**config.mk**
```make
export PLATFORM = sky130hd
export DESIGN_NAME = dpf_fifo
export DESIGN_NICKNAME = d
export VERILOG_FILES = /design/src/inc/dpf_pkg.sv /design/src/inc/dpf_port_if.sv /design/src/dpf_fifo.sv /design/src/dpf_two_port_array.sv
export SDC_FILE = /design/constraint.sdc
export NUM_CORES = 1
export LEC_CHECK = 0
export BUFFER_PORTS_ARGS = -buffer_cell sky130_fd_sc_hd__buf_2
export CAP_MARGIN = 10
export CORE_AREA = 2 2 188 190
export DETAILED_ROUTE_END_ITERATION = 10
export DIE_AREA = 0 0 190 192
export GPL_ROUTABILITY_DRIVEN = 0
export GPL_TIMING_DRIVEN = 0
export PLACE_DENSITY_LB_ADDON = 0.05
export SYNTH_ARGS = -nofsm -noshare
export SYNTH_HDL_FRONTEND = slang
export SYNTH_SLANG_ARGS = --single-unit
```
**constraint.sdc**
```tcl
create_clock -name mclk -period 3.8 [get_ports mclk]
set_input_delay 0.19 -clock mclk [delete_from_list [all_inputs] [get_ports mclk]]
set_output_delay 0.19 -clock mclk [all_outputs]
set_load 0.02 [all_outputs]
```
**src/inc/dpf_pkg.sv**
```systemverilog
package dpf_pkg;
	// ----------------------------------------
	// storage geometry
	// ----------------------------------------
	localparam int DRAIN_WIDTH = 8;
	localparam int WIDTH_RATIO = 1;
	localparam int FILL_WIDTH = DRAIN_WIDTH * WIDTH_RATIO;
	localparam int FIFO_ROWS = 16;
	localparam int COLS_PER_ROW = 2;
	localparam int DRAIN_DEPTH = FIFO_ROWS * COLS_PER_ROW * WIDTH_RATIO;
	localparam int FILL_DEPTH = DRAIN_DEPTH / WIDTH_RATIO;
	localparam int DRAIN_AW = $clog2(DRAIN_DEPTH);
	localparam int FILL_AW = $clog2(FILL_DEPTH);
	localparam int TOTAL_BITS = DRAIN_WIDTH * DRAIN_DEPTH;
	localparam int MAX_RATIO = 64;
	localparam int MIN_ROWS = 2;
	localparam int MAX_ROWS = 128;
	localparam int ROW_STEP = 2;
	// port capability codes
	typedef enum logic {DPF_A_RW, DPF_A_RO} dpf_aport_t;
	typedef enum logic {DPF_B_RW, DPF_B_WO} dpf_bport_t;
endpackage : dpf_pkg

```
**src/inc/dpf_port_if.sv**
```systemverilog
// one port of the two-port array
interface dpf_port_if #(parameter int AW = 4, parameter int DW = 8);
	logic portCycleStrobe;
	logic writeEnable_n;
	logic [AW-1:0] addr;
	logic [DW-1:0] writeWordIn;
	logic [DW-1:0] readWordOut;
	modport user (output portCycleStrobe, writeEnable_n, addr, writeWordIn, input readWordOut);
	modport array (input portCycleStrobe, writeEnable_n, addr, writeWordIn, output readWordOut);
endinterface : dpf_port_if

```
**src/dpf_fifo.sv**
```systemverilog
// Function
// RQ1: ports act independently; same-address clash avoided by surrounding logic; array drops a port a write in a cycle where port b latches.
// RQ2: first array port is read/write or read-only.
// RQ3: second array port is read/write or write-only.
// RQ4: port widths differ only by power of two, one to sixty-four.
// RQ5: width times depth equal on both ports.
// RQ6: address captured only on rising strobe edge.
// RQ7: read begins at rising strobe, pulse length irrelevant.
// RQ8: write data latched at strobe fall or enable release, first wins; port a writes latch at the rising strobe.
// RQ9: each port has its own suffixed strobe, enable, address, data signals.
// RQ10: first port drains, second port fills.
// RQ11: each side has own clock and address counter.
// RQ12: storage uses read-only drain port, write-only fill port.
// RQ13: row count two to one hundred twenty-eight, even.
// RQ14: fifo widths differ only by power-of-two ratio.
// RQ15: separate clock inputs for drain and fill sides.
// RQ16: clear input resets the fifo.
// RQ17: empty and full flags output.
// RQ18: counters move on accepted transfers; flags from counter compare.
// RQ19: clear zeroes counters, raises empty, drops full.
module dpf_fifo (
	input wire logic mclk,
	input wire logic reset_n,
	input wire logic drainSideClock,
	input wire logic fillSideClock,
	input wire logic clear_n,
	input wire logic writeReq,
	input wire logic readReq,
	input wire logic [dpf_pkg::FILL_WIDTH-1:0] writeWordIn,
	output logic [dpf_pkg::DRAIN_WIDTH-1:0] readWordOut,
	output logic readValid,
	output logic empty,
	output logic full
);
	localparam int R = dpf_pkg::WIDTH_RATIO;
	localparam int CW = dpf_pkg::DRAIN_AW + 1;
	localparam int AW = dpf_pkg::DRAIN_AW;
	// counter step shared by both sides, wraps at twice the depth
	function automatic logic [CW-1:0] stepCount(logic [CW-1:0] cnt, int step);
		return cnt + CW'(step);
	endfunction : stepCount
	// RQ14 fill and drain widths differ by a power of two only
	if (R < 1 || R > dpf_pkg::MAX_RATIO || (R & (R - 1)) != 0
		|| dpf_pkg::FILL_WIDTH != dpf_pkg::DRAIN_WIDTH * R) begin : g_bad_fifo_ratio
		$error("fifo width ratio not a power of two in range");
	end
	// RQ13 row count check
	if (dpf_pkg::FIFO_ROWS < dpf_pkg::MIN_ROWS || dpf_pkg::FIFO_ROWS > dpf_pkg::MAX_ROWS
		|| dpf_pkg::FIFO_ROWS % dpf_pkg::ROW_STEP != 0) begin : g_bad_rows
		$error("fifo row count out of range");
	end

	// ----------------------------------------
	// side clocks as enables
	// ----------------------------------------
	// side clocks are synchronous inputs, so their rising edges become one-cycle enables
	logic drainClk_q, fillClk_q, drainTick, fillTick;
	logic [CW-1:0] rdCnt_q, wrCnt_q, used;
	logic [CW-1:0] wrCommit_q;
	logic [dpf_pkg::FILL_WIDTH-1:0] fillWord_q;
	logic doRead, doWrite, valid_q;
	// RQ15 one clock input per side
	assign drainTick = drainSideClock & ~drainClk_q;
	assign fillTick = fillSideClock & ~fillClk_q;
	always_ff @(posedge mclk) begin
		if (!reset_n) begin
			drainClk_q <= 1'b0;
			fillClk_q <= 1'b0;
		end else begin
			drainClk_q <= drainSideClock;
			fillClk_q <= fillSideClock;
		end
	end

	// ----------------------------------------
	// flags
	// ----------------------------------------
	// RQ17 flags from pointer difference, counted in narrow words
	// full counts a word as soon as it is taken, so no slot is overwritten
	assign used = wrCnt_q - rdCnt_q;
	// RQ1 empty only trusts words already latched into the array
	assign empty = (wrCommit_q == rdCnt_q);
	assign full = (used > CW'(dpf_pkg::DRAIN_DEPTH - R));
	// RQ18 only accepted transfers advance
	assign doRead = drainTick & readReq & ~empty & clear_n;
	assign doWrite = fillTick & writeReq & ~full & clear_n;

	// ----------------------------------------
	// counters
	// ----------------------------------------
	// RQ11 each side counter steps on its own clock tick
	// RQ16 clear input resets the fifo
	// RQ19 clear zeroes both counters
	always_ff @(posedge mclk) begin
		if (!reset_n || !clear_n) begin
			rdCnt_q <= '0;
			wrCnt_q <= '0;
		end else begin
			if (doRead) begin
				rdCnt_q <= stepCount(rdCnt_q, 1);
			end
			if (doWrite) begin
				wrCnt_q <= stepCount(wrCnt_q, R);
			end
		end
	end
	// RQ1 write count as the drain side sees it, one cycle behind
	// the array latches a word a cycle after it is taken, so empty
	// lags by that cycle rather than hand out a stale slot
	always_ff @(posedge mclk) begin
		if (!reset_n || !clear_n) begin
			wrCommit_q <= '0;
		end else begin
			wrCommit_q <= wrCnt_q;
		end
	end

	// ----------------------------------------
	// fill word hold
	// ----------------------------------------
	// RQ8 taken word held until the array latches it
	// the user may change writeWordIn right after its tick
	always_ff @(posedge mclk) begin
		if (doWrite) begin
			fillWord_q <= writeWordIn;
		end
	end

	// ----------------------------------------
	// array ports
	// ----------------------------------------
	// RQ9 each port keeps its own signal set
	dpf_port_if #(.AW(dpf_pkg::DRAIN_AW), .DW(dpf_pkg::DRAIN_WIDTH)) portA ();
	dpf_port_if #(.AW(dpf_pkg::FILL_AW), .DW(dpf_pkg::FILL_WIDTH)) portB ();
	// RQ10 port a drains: strobe high for one cycle per read
	assign portA.portCycleStrobe = doRead;
	assign portA.writeEnable_n = 1'b1;
	assign portA.addr = rdCnt_q[dpf_pkg::DRAIN_AW-1:0];
	assign portA.writeWordIn = '0;
	// RQ10 port b fills: strobe and enable pulse together
	assign portB.portCycleStrobe = doWrite;
	assign portB.writeEnable_n = ~doWrite;
	assign portB.addr = wrCnt_q[dpf_pkg::DRAIN_AW-1 -: dpf_pkg::FILL_AW];
	assign portB.writeWordIn = fillWord_q;
	// RQ12 read-only drain, write-only fill
	dpf_two_port_array #(.A_MODE(dpf_pkg::DPF_A_RO), .B_MODE(dpf_pkg::DPF_B_WO)) u_array (
		.mclk(mclk),
		.portA(portA),
		.portB(portB)
	);
	// read data is one cycle behind the accepted read, write takes two
	always_ff @(posedge mclk) begin
		if (!reset_n) begin
			valid_q <= 1'b0;
		end else begin
			valid_q <= doRead;
		end
	end
	assign readValid = valid_q;
	assign readWordOut = portA.readWordOut;

	// ----------------------------------------
	// checks
	// ----------------------------------------
	// RQ19 clear empties the fifo
	property p_clear;
		@(posedge mclk) disable iff (!reset_n) !clear_n |=> empty && !full; // RQ19
	endproperty
	a_clear: assert property (p_clear) else $error("clear did not empty fifo"); // RQ19
	property p_no_over;
		@(posedge mclk) disable iff (!reset_n) full |-> !doWrite; // RQ18
	endproperty
	a_no_over: assert property (p_no_over) else $error("write while full"); // RQ18
	property p_rd_step;
		@(posedge mclk) disable iff (!reset_n || !clear_n)
			doRead |=> rdCnt_q == $past(rdCnt_q) + CW'(1); // RQ11
	endproperty
	a_rd_step: assert property (p_rd_step) else $error("read counter missed step"); // RQ11
	property p_valid;
		@(posedge mclk) disable iff (!reset_n) doRead |=> readValid; // RQ7
	endproperty
	a_valid: assert property (p_valid) else $error("read data not valid"); // RQ7

	// RQ14 fill counter moves by the width ratio
	property p_wr_step;
		@(posedge mclk) disable iff (!reset_n || !clear_n)
			doWrite |=> wrCnt_q == stepCount($past(wrCnt_q), R);
	endproperty
	a_wr_step: assert property (p_wr_step) else $error("write counter missed step"); // RQ14

	// RQ1 no read of a slot whose word is still being latched
	property p_no_clash;
		@(posedge mclk) disable iff (!reset_n || !clear_n)
			doRead && $past(doWrite) |-> AW'(rdCnt_q - $past(wrCnt_q)) >= AW'(R);
	endproperty
	a_no_clash: assert property (p_no_clash) else $error("read of unlatched slot"); // RQ1

	// RQ1 empty drops only once the first word sits in the array
	property p_commit_lag;
		@(posedge mclk) disable iff (!reset_n || !clear_n)
			doWrite && empty |=> empty ##1 !empty;
	endproperty
	a_commit_lag: assert property (p_commit_lag) else $error("empty flag out of step"); // RQ1

	// RQ18 valid read data only follows an accepted read
	property p_valid_src;
		@(posedge mclk) disable iff (!reset_n) !doRead |=> !readValid;
	endproperty
	a_valid_src: assert property (p_valid_src) else $error("read data without a read"); // RQ18

	// RQ17 flags never both set, fill level within depth
	property p_flags;
		@(posedge mclk) disable iff (!reset_n)
			!(empty && full) && used <= CW'(dpf_pkg::DRAIN_DEPTH);
	endproperty
	a_flags: assert property (p_flags) else $error("flags or fill level inconsistent"); // RQ17

	// RQ8 array sees the taken word while it latches
	property p_fill_hold;
		@(posedge mclk) disable iff (!reset_n)
			doWrite |=> portB.writeWordIn == $past(writeWordIn);
	endproperty
	a_fill_hold: assert property (p_fill_hold) else $error("fill word not held"); // RQ8
endmodule : dpf_fifo

```
**src/dpf_two_port_array.sv**
```systemverilog
// ----------------------------------------
// two-port storage, port a narrow side
// ----------------------------------------
module dpf_two_port_array #(
	parameter dpf_pkg::dpf_aport_t A_MODE = dpf_pkg::DPF_A_RO,
	parameter dpf_pkg::dpf_bport_t B_MODE = dpf_pkg::DPF_B_WO
) (
	input wire logic mclk,
	dpf_port_if.array portA,
	dpf_port_if.array portB
);
	localparam int R = dpf_pkg::WIDTH_RATIO;
	localparam int DW = dpf_pkg::DRAIN_WIDTH;
	// RQ4 ratio must be power of two up to limit
	if (R < 1 || R > dpf_pkg::MAX_RATIO || (R & (R - 1)) != 0) begin : g_bad_ratio
		$error("width ratio not a power of two in range");
	end
	// RQ5 same total storage both sides
	if (dpf_pkg::FILL_WIDTH * dpf_pkg::FILL_DEPTH != dpf_pkg::TOTAL_BITS) begin : g_bad_size
		$error("port sizes differ");
	end
	logic [DW-1:0] mem [dpf_pkg::DRAIN_DEPTH];
	logic strobeA_q, strobeB_q, weB_q, pendB_q;
	logic [dpf_pkg::FILL_AW-1:0] addrB_q;
	logic [dpf_pkg::FILL_WIDTH-1:0] dataB_q;
	logic [DW-1:0] readA_q;
	logic riseA, riseB, fallB, latchB;
	// RQ6 edges of the strobe sampled on mclk
	assign riseA = portA.portCycleStrobe & ~strobeA_q;
	assign riseB = portB.portCycleStrobe & ~strobeB_q;
	assign fallB = ~portB.portCycleStrobe & strobeB_q;
	// RQ8 first of strobe fall or enable release latches data
	assign latchB = pendB_q & (fallB | (portB.writeEnable_n & ~weB_q));
	assign portA.readWordOut = readA_q;
	assign portB.readWordOut = mem[addrB_q * R];
	always_ff @(posedge mclk) begin
		strobeA_q <= portA.portCycleStrobe;
		strobeB_q <= portB.portCycleStrobe;
		weB_q <= portB.writeEnable_n;
	end
	// RQ6 address taken on rising strobe only
	always_ff @(posedge mclk) begin
		if (riseB) begin
			addrB_q <= portB.addr;
		end
	end
	// RQ7 read starts on rising strobe, pulse width irrelevant
	always_ff @(posedge mclk) begin
		if (riseA) begin
			readA_q <= mem[portA.addr];
		end
	end
	// RQ2 port a may write only when built read/write
	// RQ3 port b write path, read path unused when write-only
	always_ff @(posedge mclk) begin
		if (riseB) begin
			pendB_q <= ~portB.writeEnable_n;
		end else if (latchB) begin
			pendB_q <= 1'b0;
		end
		if (latchB) begin
			for (int i = 0; i < R; i++) begin
				mem[addrB_q * R + i] <= portB.writeWordIn[i*DW +: DW];
			end
		end else if (A_MODE == dpf_pkg::DPF_A_RW && riseA && !portA.writeEnable_n) begin
			mem[portA.addr] <= portA.writeWordIn[DW-1:0];
		end
	end
endmodule : dpf_two_port_array

```
==> flow_summary_export.csv, run 1 <==
group,metric,value,unit
detailed_routing,dr.pass1.iters,5,
grt,grt_pass1_vias,6712,
cells_and_area,syn_to_final_growth,21.5,%
setup_path,cp_slowest_cell,"nor4_2",
cells_and_area,drive_gt1_share,26.3,%
floorplanning,die_w,190,µm
logic_synthesis,synth_cells,663,
logic_synthesis,yosys_warnings,0,
sta,tightest_slew,1.15,ns
cells_and_area,nNetsFinal,790,
grt,met1_usage,24.0,%
placement,numPortBuffers,24,
setup_path,criticalPathCategory,"register to register",
floorplanning,num_rows,68,
logic_synthesis,synthTopCellsByArea,"edfxtp_1 (70%), mux2i_1 (7.1%), mux4_2 (6.0%)",
sta,fin_ws,0.215,ns
clock_network,cts_tree,"yes",
job,max_cap_viol_count,0,
floorplanning,initial_core_util,34.9,%
sta,finalClockSkew,0.00986,ns
setup_path,crit_arrival,3.79,ns
logic_synthesis,synth_area_per_cell,18.0,µm²
sta,fin_crit_sh,94.3,%
setup_path,worstSetupStartpointType,"register",
sta,max_freq,279,MHz
logic_synthesis,synth_top_area_share,69.9,%
sta,setup_tns,0,ns
clock_network,clock-sinks,302,
floorplanning,fp.dieH,192,µm
logic_synthesis,synth_fa_ha_area_share,0.628,%
logic_synthesis,yosysSeqAreaShare,73.9,%
cells_and_area,regArea,8830,µm²
logic_synthesis,yosysUniqueCellTypes,47,
logic_synthesis,synth_edf_count,278,
cells_and_area,multi_input_area,3220,µm²
setup_path,path_buf_inv,6,
logic_synthesis,synth-seq-cells,302,
grt,grt_pass1_wl,45.1,mm
min_path,hp-class,"input pin to register",
placement,post-place-ws,-0.459,ns
logic_synthesis,synth_compound_area_share,3.97,%
logic_synthesis,synth-main-ff-cell,"edfxtp_1",
grt,overflow,0,
power_and_ir_drop,power_density,475,nW/µm²
grt,grt_use_total,17.2,%
logic_synthesis,synth_mux_area_share,13.6,%
logic_synthesis,synth_top_family_by_area,"multiplexers",
sta,slew_violations,0,
logic_synthesis,syn_nets,684,
detailed_routing,via_count,6417,
grt,antenna_found_initial,0,
floorplanning,die-area,36500,µm²
detailed_routing,avgRoutedWirePerCell,24.4,µm
logic_synthesis,synth.most_common_cell,"edfxtp_1",
setup_path,path_max_fanout,10,
cells_and_area,fill_cells,3072,
status,outcome,"finished clean",
detailed_routing,drc_errors,0,
floorplanning,core,34300,µm²
detailed_routing,first_iter_violations,474,
grt,grt_use_met2,28.1,%
clock_network,clk_latency,0.51,ns
clock_network,cts-root-buf,"clkbuf_16",
logic_synthesis,synth_area_leader_cell,"edfxtp_1",
sta,maxSlewHeadroom,23.7,%
setup_path,rrSetupSlack,0.21,ns
clock_network,numCtsBuffers,35,
logic_synthesis,synthSimpleGateAreaFrac,5.41,%
placement,dpl.hpwl,20.5,mm
power_and_ir_drop,p_leak,0.00472,µW
sta,setup_viol,0,
setup_path,path_cells,"buf_2 -> clkbuf_4 -> buf_4 -> inv_1 -> ha_1 -> nand2_1 -> o21ai_2 -> a31o_4 -> a21boi_2 -> buf_2 -> nor4_2 -> buf_4",
sta,finalHoldViolCount,0,
setup_path,cp-end-kind,"register",
clock_network,cts_max_path_buffers,3,
logic_synthesis,synth-xor-area-share,0.733,%
clock_network,path_clk_slew,0.06,ns
clock_network,cts_max_level,2,
logic_synthesis,synth_commonest_cells,"edfxtp_1 (278), mux2i_1 (85), mux4_2 (32), nor4_1 (32), nand2_1 (27)",
setup_path,critPathTopFamily,"buffers and inverters",
floorplanning,io_pins,26,
setup_path,critical_path_required,4.01,ns
grt,groute.layer.met3.usage,2.72,%
detailed_routing,routed_via_density,5.15,
detailed_routing,postRouteAntennaNets,0,
logic_synthesis,async_flop_share,0,%
cells_and_area,diodes,0,
grt,busiest_layer,"met2",
detailed_routing,wl,30.4,mm
power_and_ir_drop,peakVddDrop,260,µV
grt,grt_max_degree,33,
cells_and_area,finish.utilization,42.4,%
logic_synthesis,netlist_area,12000,µm²
setup_path,cpPeakStageDelay,0.52,ns
sta,hold_slack,0.0739,ns
sta,period_minus_slack,3.59,ns
==> stage by stage <==
step	total power [µW]	cell area [µm²]	std cells
final	6900	14500	1247
after CTS	6970	14300	1242
after detailed placement	3760	13100	1173
after floorplan	3710	12000	663
after global routing	7110	14500	1247
after global placement	3740	12600	1142
==> power breakdown <==
| group | internal [µW] | leakage, µW | switching [µW] | total (µW) |
|---|---|---|---|---|
| logic | 31.2 | 0.00149 | 54.4 | 85.6 |
| registers | 3610 | 0.00270 | 14.0 | 3620 |
| clock network | 1910 | 0.000526 | 1290 | 3190 |
==> logic make-up after synthesis <==
logic type	Yosys count
buffers and inverters	44
muxes	122
and+or+nand+nor	117
xor gates and xnor gates	10
DFF	302
adders and majority gates	6
AOI/OAI and AO/OA	62
==> registers in the layout (all words and copies together), names as in the netlist <==
signal / cells
readValid: 1
u_array.addrB_q: 5
u_array.mem: 256
u_array.pendB_q: 1
rdCnt_q: 6
u_array.strobeA_q: 1
fillWord_q: 8
fillClk_q: 1
u_array.weB_q: 1
wrCommit_q: 6
u_array.portA.readWordOut: 8
drainClk_q: 1
u_array.strobeB_q: 1
wrCnt_q: 6
==> per-layer routing <==
metal	part of all wire (%)	vias to the layer above	routed length, µm
met4	1.9	0	567
met3	4.3	47	1300
met5	0	-	0
met2	48	158	14500
li1	-	2893	-
met1	46	3319	14000
==> area by class of cell <==
type | instances | area share [%]
buffer | 36 | 1.29
clock inverter | 16 | 0.904
inverter | 7 | 0.181
clock buffer | 44 | 6.56
timing repair buffer | 70 | 4.23
multi-input combinational | 317 | 22.1
tap | 455 | 3.92
sequential | 302 | 60.8
==> final timing paths <==
kind / startpoint / end / cells past startpoint
min reg2reg: wrCnt_q[5] / wrCommit_q[5] / 1
min: clear_n / wrCommit_q[5] / 2
max reg2reg: rdCnt_q[1] / u_array.mem[8][7] / 12
max: rdCnt_q[1] / u_array.mem[8][7] / 12
==> layout by cell type, fill, tap and decap left out, types with 7 or more instances in the layout <==
cell,Yosys,routed
a21oi_1,14,14
a22o_1,16,16
a22oi_1,8,8
a31oi_1,8,8
buf_2,18,39
buf_4,0,30
clkbuf_1,12,19
clkbuf_16,0,37
dfxtp_1,24,24
dlygate4sd3_1,0,10
edfxtp_1,278,278
mux2i_1,85,85
mux4_2,32,32
nand2_1,27,27
nor2_1,14,14
nor3_1,9,8
nor4_2,1,20
nor4_4,0,12
o221ai_1,8,8
xor2_1,7,7
==> timing repair <==
item | in CTS | in global routing
setup endpoints to repair | 185 | 100
resized for setup | 7 | 8
hold endpoints to repair | 10 | 0
gates cloned | 0 | 0
hold buffers | 10 | 0
pin swaps | 2 | 0
setup buffers | 0 | 0
No activity file was read; power rests on OpenSTA's default activity.
==> run 2: changes to the inputs <==
- clock period: 3.8 -> 3.2 ns (I/O delays scaled with it)
==> flow_summary_export.csv, run 2 (synthesis results as in run 1) <==
group,metric,value,unit
placement,place_inst,1164,
floorplanning,die_w,190,µm
sta,period_minus_slack,3.04,ns
clock_network,clk_latency,0.50,ns
placement,post-place-ws,-1.13,ns
cells_and_area,layout.cells.non_filler,1244,
detailed_routing,dr.pass1.iters,5,
floorplanning,num_rows,68,
placement,postPlaceCellArea,13100,µm²
setup_path,critPathTopFamily,"buffers and inverters",
setup_path,cp_slowest_cell,"nor4_4",
floorplanning,fp.dieH,192,µm
clock_network,cts_max_path_buffers,3,
sta,maxSlewHeadroom,14.1,%
setup_path,cp-end-kind,"register",
sta,hold_slack,0.0447,ns
cells_and_area,final_common_cell,"edfxtp_1",
grt,grt_pass1_wl,44.1,mm
cells_and_area,finish.utilization,42.9,%
job,max_cap_viol_count,0,
setup_path,path_max_fanout,19,
grt,grt_pass1_vias,6500,
grt,antenna_found_initial,0,
setup_path,worstSetupStartpointType,"register",
setup_path,path_cells,"buf_4 -> buf_12 -> inv_1 -> ha_1 -> nand2_1 -> o21ai_2 -> a31o_4 -> a21boi_2 -> buf_6 -> buf_6 -> nor4_4 -> buf_4",
sta,fin_ws,0.160,ns
cells_and_area,syn_to_final_growth,23.0,%
floorplanning,core,34300,µm²
min_path,hp-class,"input pin to register",
power_and_ir_drop,power_density,554,nW/µm²
clock_network,path_clk_slew,0.06,ns
cells_and_area,diodes,0,
sta,finalClockSkew,0.0131,ns
floorplanning,initial_core_util,34.9,%
power_and_ir_drop,p_leak,0.00472,µW
clock_network,numCtsBuffers,35,
clock_network,cts_max_level,2,
cells_and_area,largest_reg_flops,256,
setup_path,critical_path_required,3.40,ns
detailed_routing,drc_errors,0,
clock_network,cts_tree,"yes",
detailed_routing,avgRoutedWirePerCell,24.5,µm
clock_network,clock-sinks,302,
grt,grt_max_degree,33,
grt,overflow,0,
cells_and_area,drive_gt1_share,25.9,%
cells_and_area,final_area,14700,µm²
grt,grt_use_total,16.9,%
setup_path,path_buf_inv,6,
placement,numPortBuffers,24,
cells_and_area,largest_register,"u_array.mem",
status,outcome,"finished clean",
detailed_routing,routed_via_density,5.18,
cells_and_area,final_cell_mix,"edfxtp_1 (278), mux2i_1 (85), buf_2 (38), clkbuf_16 (37), mux4_2 (32)",
power_and_ir_drop,peakVddDrop,385,µV
setup_path,cpPeakStageDelay,0.38,ns
clock_network,cts-root-buf,"clkbuf_16",
detailed_routing,postRouteAntennaNets,0,
setup_path,criticalPathCategory,"register to register",
sta,setup_viol,0,
floorplanning,die-area,36500,µm²
placement,dpl.hpwl,20.7,mm
sta,slew_violations,0,
detailed_routing,first_iter_violations,504,
setup_path,crit_arrival,3.24,ns
sta,tightest_slew,1.29,ns
detailed_routing,wl,30.4,mm
sta,rsz0062_at_grt,"no",
sta,fin_crit_sh,95.0,%
cells_and_area,nNetsFinal,785,
sta,max_freq,329,MHz
detailed_routing,via_count,6446,
sta,finalHoldViolCount,0,
floorplanning,io_pins,26,
[run 2: changes by cell type in the layout (fill, tap and decap cells not counted), moves of 2 or more]
cell      before  now
nor4_2        20    8
buf_4         30   20
buf_12         0    8
clkinv_1       6    8
nor4_4        12   24
[run 2: report_power, final]
group	leakage (µW)	switching, µW	internal [µW]	total [µW]
logic	0.00150	71.2	38.8	110
clock network	0.000527	1500	2230	3730
registers	0.00270	17.8	4280	4300
[run 2: per-stage QoR]
step	TNS [ns]	total power (µW)
after floorplan	-26.77	4410
after global placement	-340.87	4450
after detailed placement	-192.84	4470
after CTS	0	8240
after global routing	0	8390
final	0	8150
[run 2: final cells by class]
cell class | count | area [µm²]
fill | 3032 | 19600
clock inverter | 15 | 95.1
clock buffer | 47 | 985
tap | 455 | 569
multi-input combinational | 317 | 3320
sequential | 302 | 8830
buffer | 35 | 195
inverter | 7 | 28.8
timing repair buffer | 66 | 676
[run 2: what timing repair did]
action | 4_1_cts | 5_1_grt
hold buffers | 10 | 0
pin swaps | 14 | 8
hold endpoints to repair | 10 | 0
setup endpoints to repair | 276 | 130
gates resized for setup | 27 | 5
setup buffers | 5 | 2
[run 2: final timing paths]
check	depth (start not counted)	start	to	slack, ns
worst min register to register	1	wrCnt_q[5]	wrCommit_q[5]	0.52
worst min-delay path	2	clear_n	wrCommit_q[5]	0.04
worst max register to register	12	rdCnt_q[1]	u_array.mem[23][5]	0.16
worst max-delay path	12	rdCnt_q[1]	u_array.mem[23][5]	0.16
[run 2: per-layer routing]
layer / vias up / GRT usage (%) / wire (µm)
li1: 2892 / - / -
met1: 3356 / 23.4 / 14100
met2: 144 / 26.9 / 14100
met3: 54 / 2.69 / 1250
met4: 0 / 6.23 / 1020
met5: - / 0 / 0
[run 2: worst reg2reg max path, stage by stage, from the launching register on]
cell and delay [ns]:
dfxtp_1 0.33, buf_4 0.23, buf_12 0.24, inv_1 0.07, ha_1 0.27, nand2_1 0.05
o21ai_2 0.21, a31o_4 0.23, a21boi_2 0.10, buf_6 0.18, buf_6 0.19, nor4_4 0.39
buf_4 0.25
==> run 3: changes to the inputs <==
- ABC_AREA: unset -> 1
- CORE_AREA: 2 2 188 190 -> 2 2 192 194
- CTS_CLUSTER_SIZE: unset -> 40
- DIE_AREA: 0 0 190 192 -> 0 0 194 196
==> flow_summary_export.csv, run 3 <==
group,metric,value,unit
cells_and_area,drive_gt1_share,16.3,%
floorplanning,die-area,38000,µm²
job,max_cap_viol_count,0,
placement,dpl.hpwl,25.2,mm
logic_synthesis,synth_area_per_cell,11.7,µm²
floorplanning,num_rows,70,
cells_and_area,final_cell_mix,"edfxtp_1 (278), nor2_1 (193), nand2_1 (145), o21ai_0 (114), nand3_1 (60)",
logic_synthesis,async_flop_share,0,%
setup_path,cp-end-kind,"register",
logic_synthesis,synth_top_area_share,67.4,%
floorplanning,io_pins,26,
setup_path,worstSetupStartpointType,"register",
sta,finalHoldViolCount,0,
setup_path,path_cells,"buf_6 -> inv_1 -> buf_2 -> ha_1 -> nand2_1 -> nor2_1 -> nand2_1 -> nand3_1 -> nand2_1 -> nand3_2 -> nand2_2 -> buf_4 -> nor3_4 -> clkbuf_4",
setup_path,rrSetupSlack,0.26,ns
power_and_ir_drop,p_leak,0.00559,µW
logic_synthesis,synth-main-ff-cell,"edfxtp_1",
sta,setup_viol,0,
detailed_routing,first_iter_violations,571,
detailed_routing,postRouteAntennaNets,0,
detailed_routing,routed_via_density,4.98,
grt,grt_pass1_vias,8095,
sta,slew_violations,0,
sta,fin_ws,0.257,ns
sta,maxSlewHeadroom,37.3,%
min_path,hp-class,"input pin to register",
setup_path,crit_arrival,3.16,ns
setup_path,critical_path_required,3.42,ns
placement,numPortBuffers,25,
logic_synthesis,synth.most_common_cell,"edfxtp_1",
detailed_routing,avgRoutedWirePerCell,22.0,µm
cells_and_area,final_common_cell,"edfxtp_1",
setup_path,r2r-end,"u_array.mem[8][6]",
sta,fin_crit_sh,92.0,%
logic_synthesis,synthTopCellsByArea,"edfxtp_1 (67%), nor2_1 (5.8%), o21ai_0 (4.6%)",
setup_path,cp_slowest_cell,"dfxtp_1",
grt,grt_use_total,19.4,%
power_and_ir_drop,power_density,544,nW/µm²
sta,finalClockSkew,0.00948,ns
cells_and_area,finish.utilization,42.1,%
logic_synthesis,synth_edf_count,278,
setup_path,r2r_start,"rdCnt_q[1]",
floorplanning,fp.dieH,196,µm
grt,grt_pass1_wl,53.7,mm
sta,period_minus_slack,2.94,ns
clock_network,cts-root-buf,"clkbuf_16",
clock_network,cts_tree,"yes",
clock_network,path_clk_slew,0.06,ns
logic_synthesis,syn_nets,1077,
logic_synthesis,synth_cells,1056,
placement,postPlaceCellArea,13500,µm²
logic_synthesis,synth_area_leader_cell,"edfxtp_1",
floorplanning,core,36100,µm²
floorplanning,initial_core_util,34.3,%
clock_network,clk_latency,0.52,ns
setup_path,reg2regPathDepth,14,
sta,hold_slack,0.0509,ns
cells_and_area,nNetsFinal,1190,
cells_and_area,fill_cells,3458,
sta,max_freq,340,MHz
clock_network,clock-sinks,302,
clock_network,cts_max_level,2,
placement,post-place-ws,-0.580,ns
setup_path,criticalPathCategory,"register to register",
cells_and_area,syn_to_final_growth,22.5,%
logic_synthesis,yosysUniqueCellTypes,33,
setup_path,path_common_cell,"nand2_1",
detailed_routing,dr.pass1.iters,5,
setup_path,path_max_fanout,10,
power_and_ir_drop,peakVddDrop,395,µV
setup_path,cpPeakStageDelay,0.36,ns
logic_synthesis,synth_commonest_cells,"edfxtp_1 (278), nor2_1 (193), nand2_1 (145)",
detailed_routing,wl,36.5,mm
status,outcome,"finished clean",
grt,antenna_found_initial,0,
cells_and_area,final_area,15200,µm²
grt,grt_max_degree,25,
detailed_routing,via_count,8274,
floorplanning,die_w,194,µm
logic_synthesis,yosys_warnings,0,
clock_network,cts_max_path_buffers,3,
logic_synthesis,netlist_area,12400,µm²
logic_synthesis,synth-seq-cells,302,
cells_and_area,largest_register,"u_array.mem",
detailed_routing,drc_errors,0,
setup_path,crit_path_end,"u_array.mem[8][6]",
clock_network,numCtsBuffers,36,
logic_synthesis,yosysSeqAreaShare,71.3,%
sta,tightest_slew,0.941,ns
cells_and_area,largest_reg_flops,256,
setup_path,cp-startpoint,"rdCnt_q[1]",
grt,overflow,0,
run 3: final cells by class:
class | instances | area, µm² | share of cell area, %
Tap cell | 468 | 586 | 3.86
Inverter | 50 | 193 | 1.27
Clock inverter | 12 | 105 | 0.692
Buffer | 53 | 327 | 2.15
Sequential cell | 302 | 8830 | 58.1
Antenna cell | 1 | 2.50 | 0.0165
Timing Repair Buffer | 78 | 816 | 5.37
Multi-Input combinational cell | 648 | 3360 | 22.1
Clock buffer | 49 | 971 | 6.39
run 3: worst min path at each step:
stage | startpoint | to | slack (ns) | cells after the start
4_1_cts | clear_n | wrCnt_q[5] | 0.04 | 3
6_report | clear_n | wrCnt_q[5] | 0.05 | 3
2_1_floorplan | drainSideClock | drainClk_q | 0.25 | 2
3_3_place_gp | writeWordIn[5] | fillWord_q[5] | 0.34 | 1
5_1_grt | clear_n | wrCnt_q[5] | 0.09 | 3
3_5_place_dp | writeWordIn[6] | fillWord_q[6] | 0.34 | 1
run 3: logic make-up after synthesis:
family / synth area share (%)
fa+ha+maj: 0.606
xor+xnor: 0.778
buf+inv: 4.19
compound gates: 8.08
flops: 71.3
simple gates: 15.1
run 3: metal layers:
| layer | track usage (%) | vias to the layer above | part of all wire (%) |
|---|---|---|---|
| met4 | 5.19 | 0 | 2.1 |
| met2 | 31.7 | 203 | 48 |
| li1 | - | 3964 | - |
| met1 | 27.4 | 4065 | 46 |
| met5 | 0 | - | 0 |
| met3 | 2.39 | 42 | 4.7 |
run 3: timing repair:
item                                    CTS  global route
pin swaps                                 3             6
endpoints found under the setup margin  205           187
buffers inserted                          3            12
hold buffers                             13             0
hold endpoints to repair                 11             0
gates resized for setup                  29            26
run 3: critical path, delay by kind of cell (launching register included):
family                   cells  cell delay [ns]
AND/OR/NAND/NOR              8             0.94
adder cells (fa/ha/maj)      1             0.30
flip-flops                   1             0.36
buffers and inverters        5             1.05
run 3: per-stage QoR:
| step | cells | TNS, ns | power, µW |
|---|---|---|---|
| after floorplan | 1056 | 0 | 4410 |
| after global placement | 1549 | -166.12 | 4460 |
| after detailed placement | 1574 | -60.46 | 4480 |
| after CTS | 1649 | 0 | 8340 |
| after global routing | 1660 | -0.0727 | 8490 |
| final | 1661 | 0 | 8250 |
run 3: where the power goes:
part / switching, µW / internal [µW] / leakage (µW)
Sequential: 18.2 / 4280 / 0.00270
Clock: 1560 / 2280 / 0.000522
Combinational: 72.5 / 41.4 / 0.00237
Total: 1650 / 6600 / 0.00559
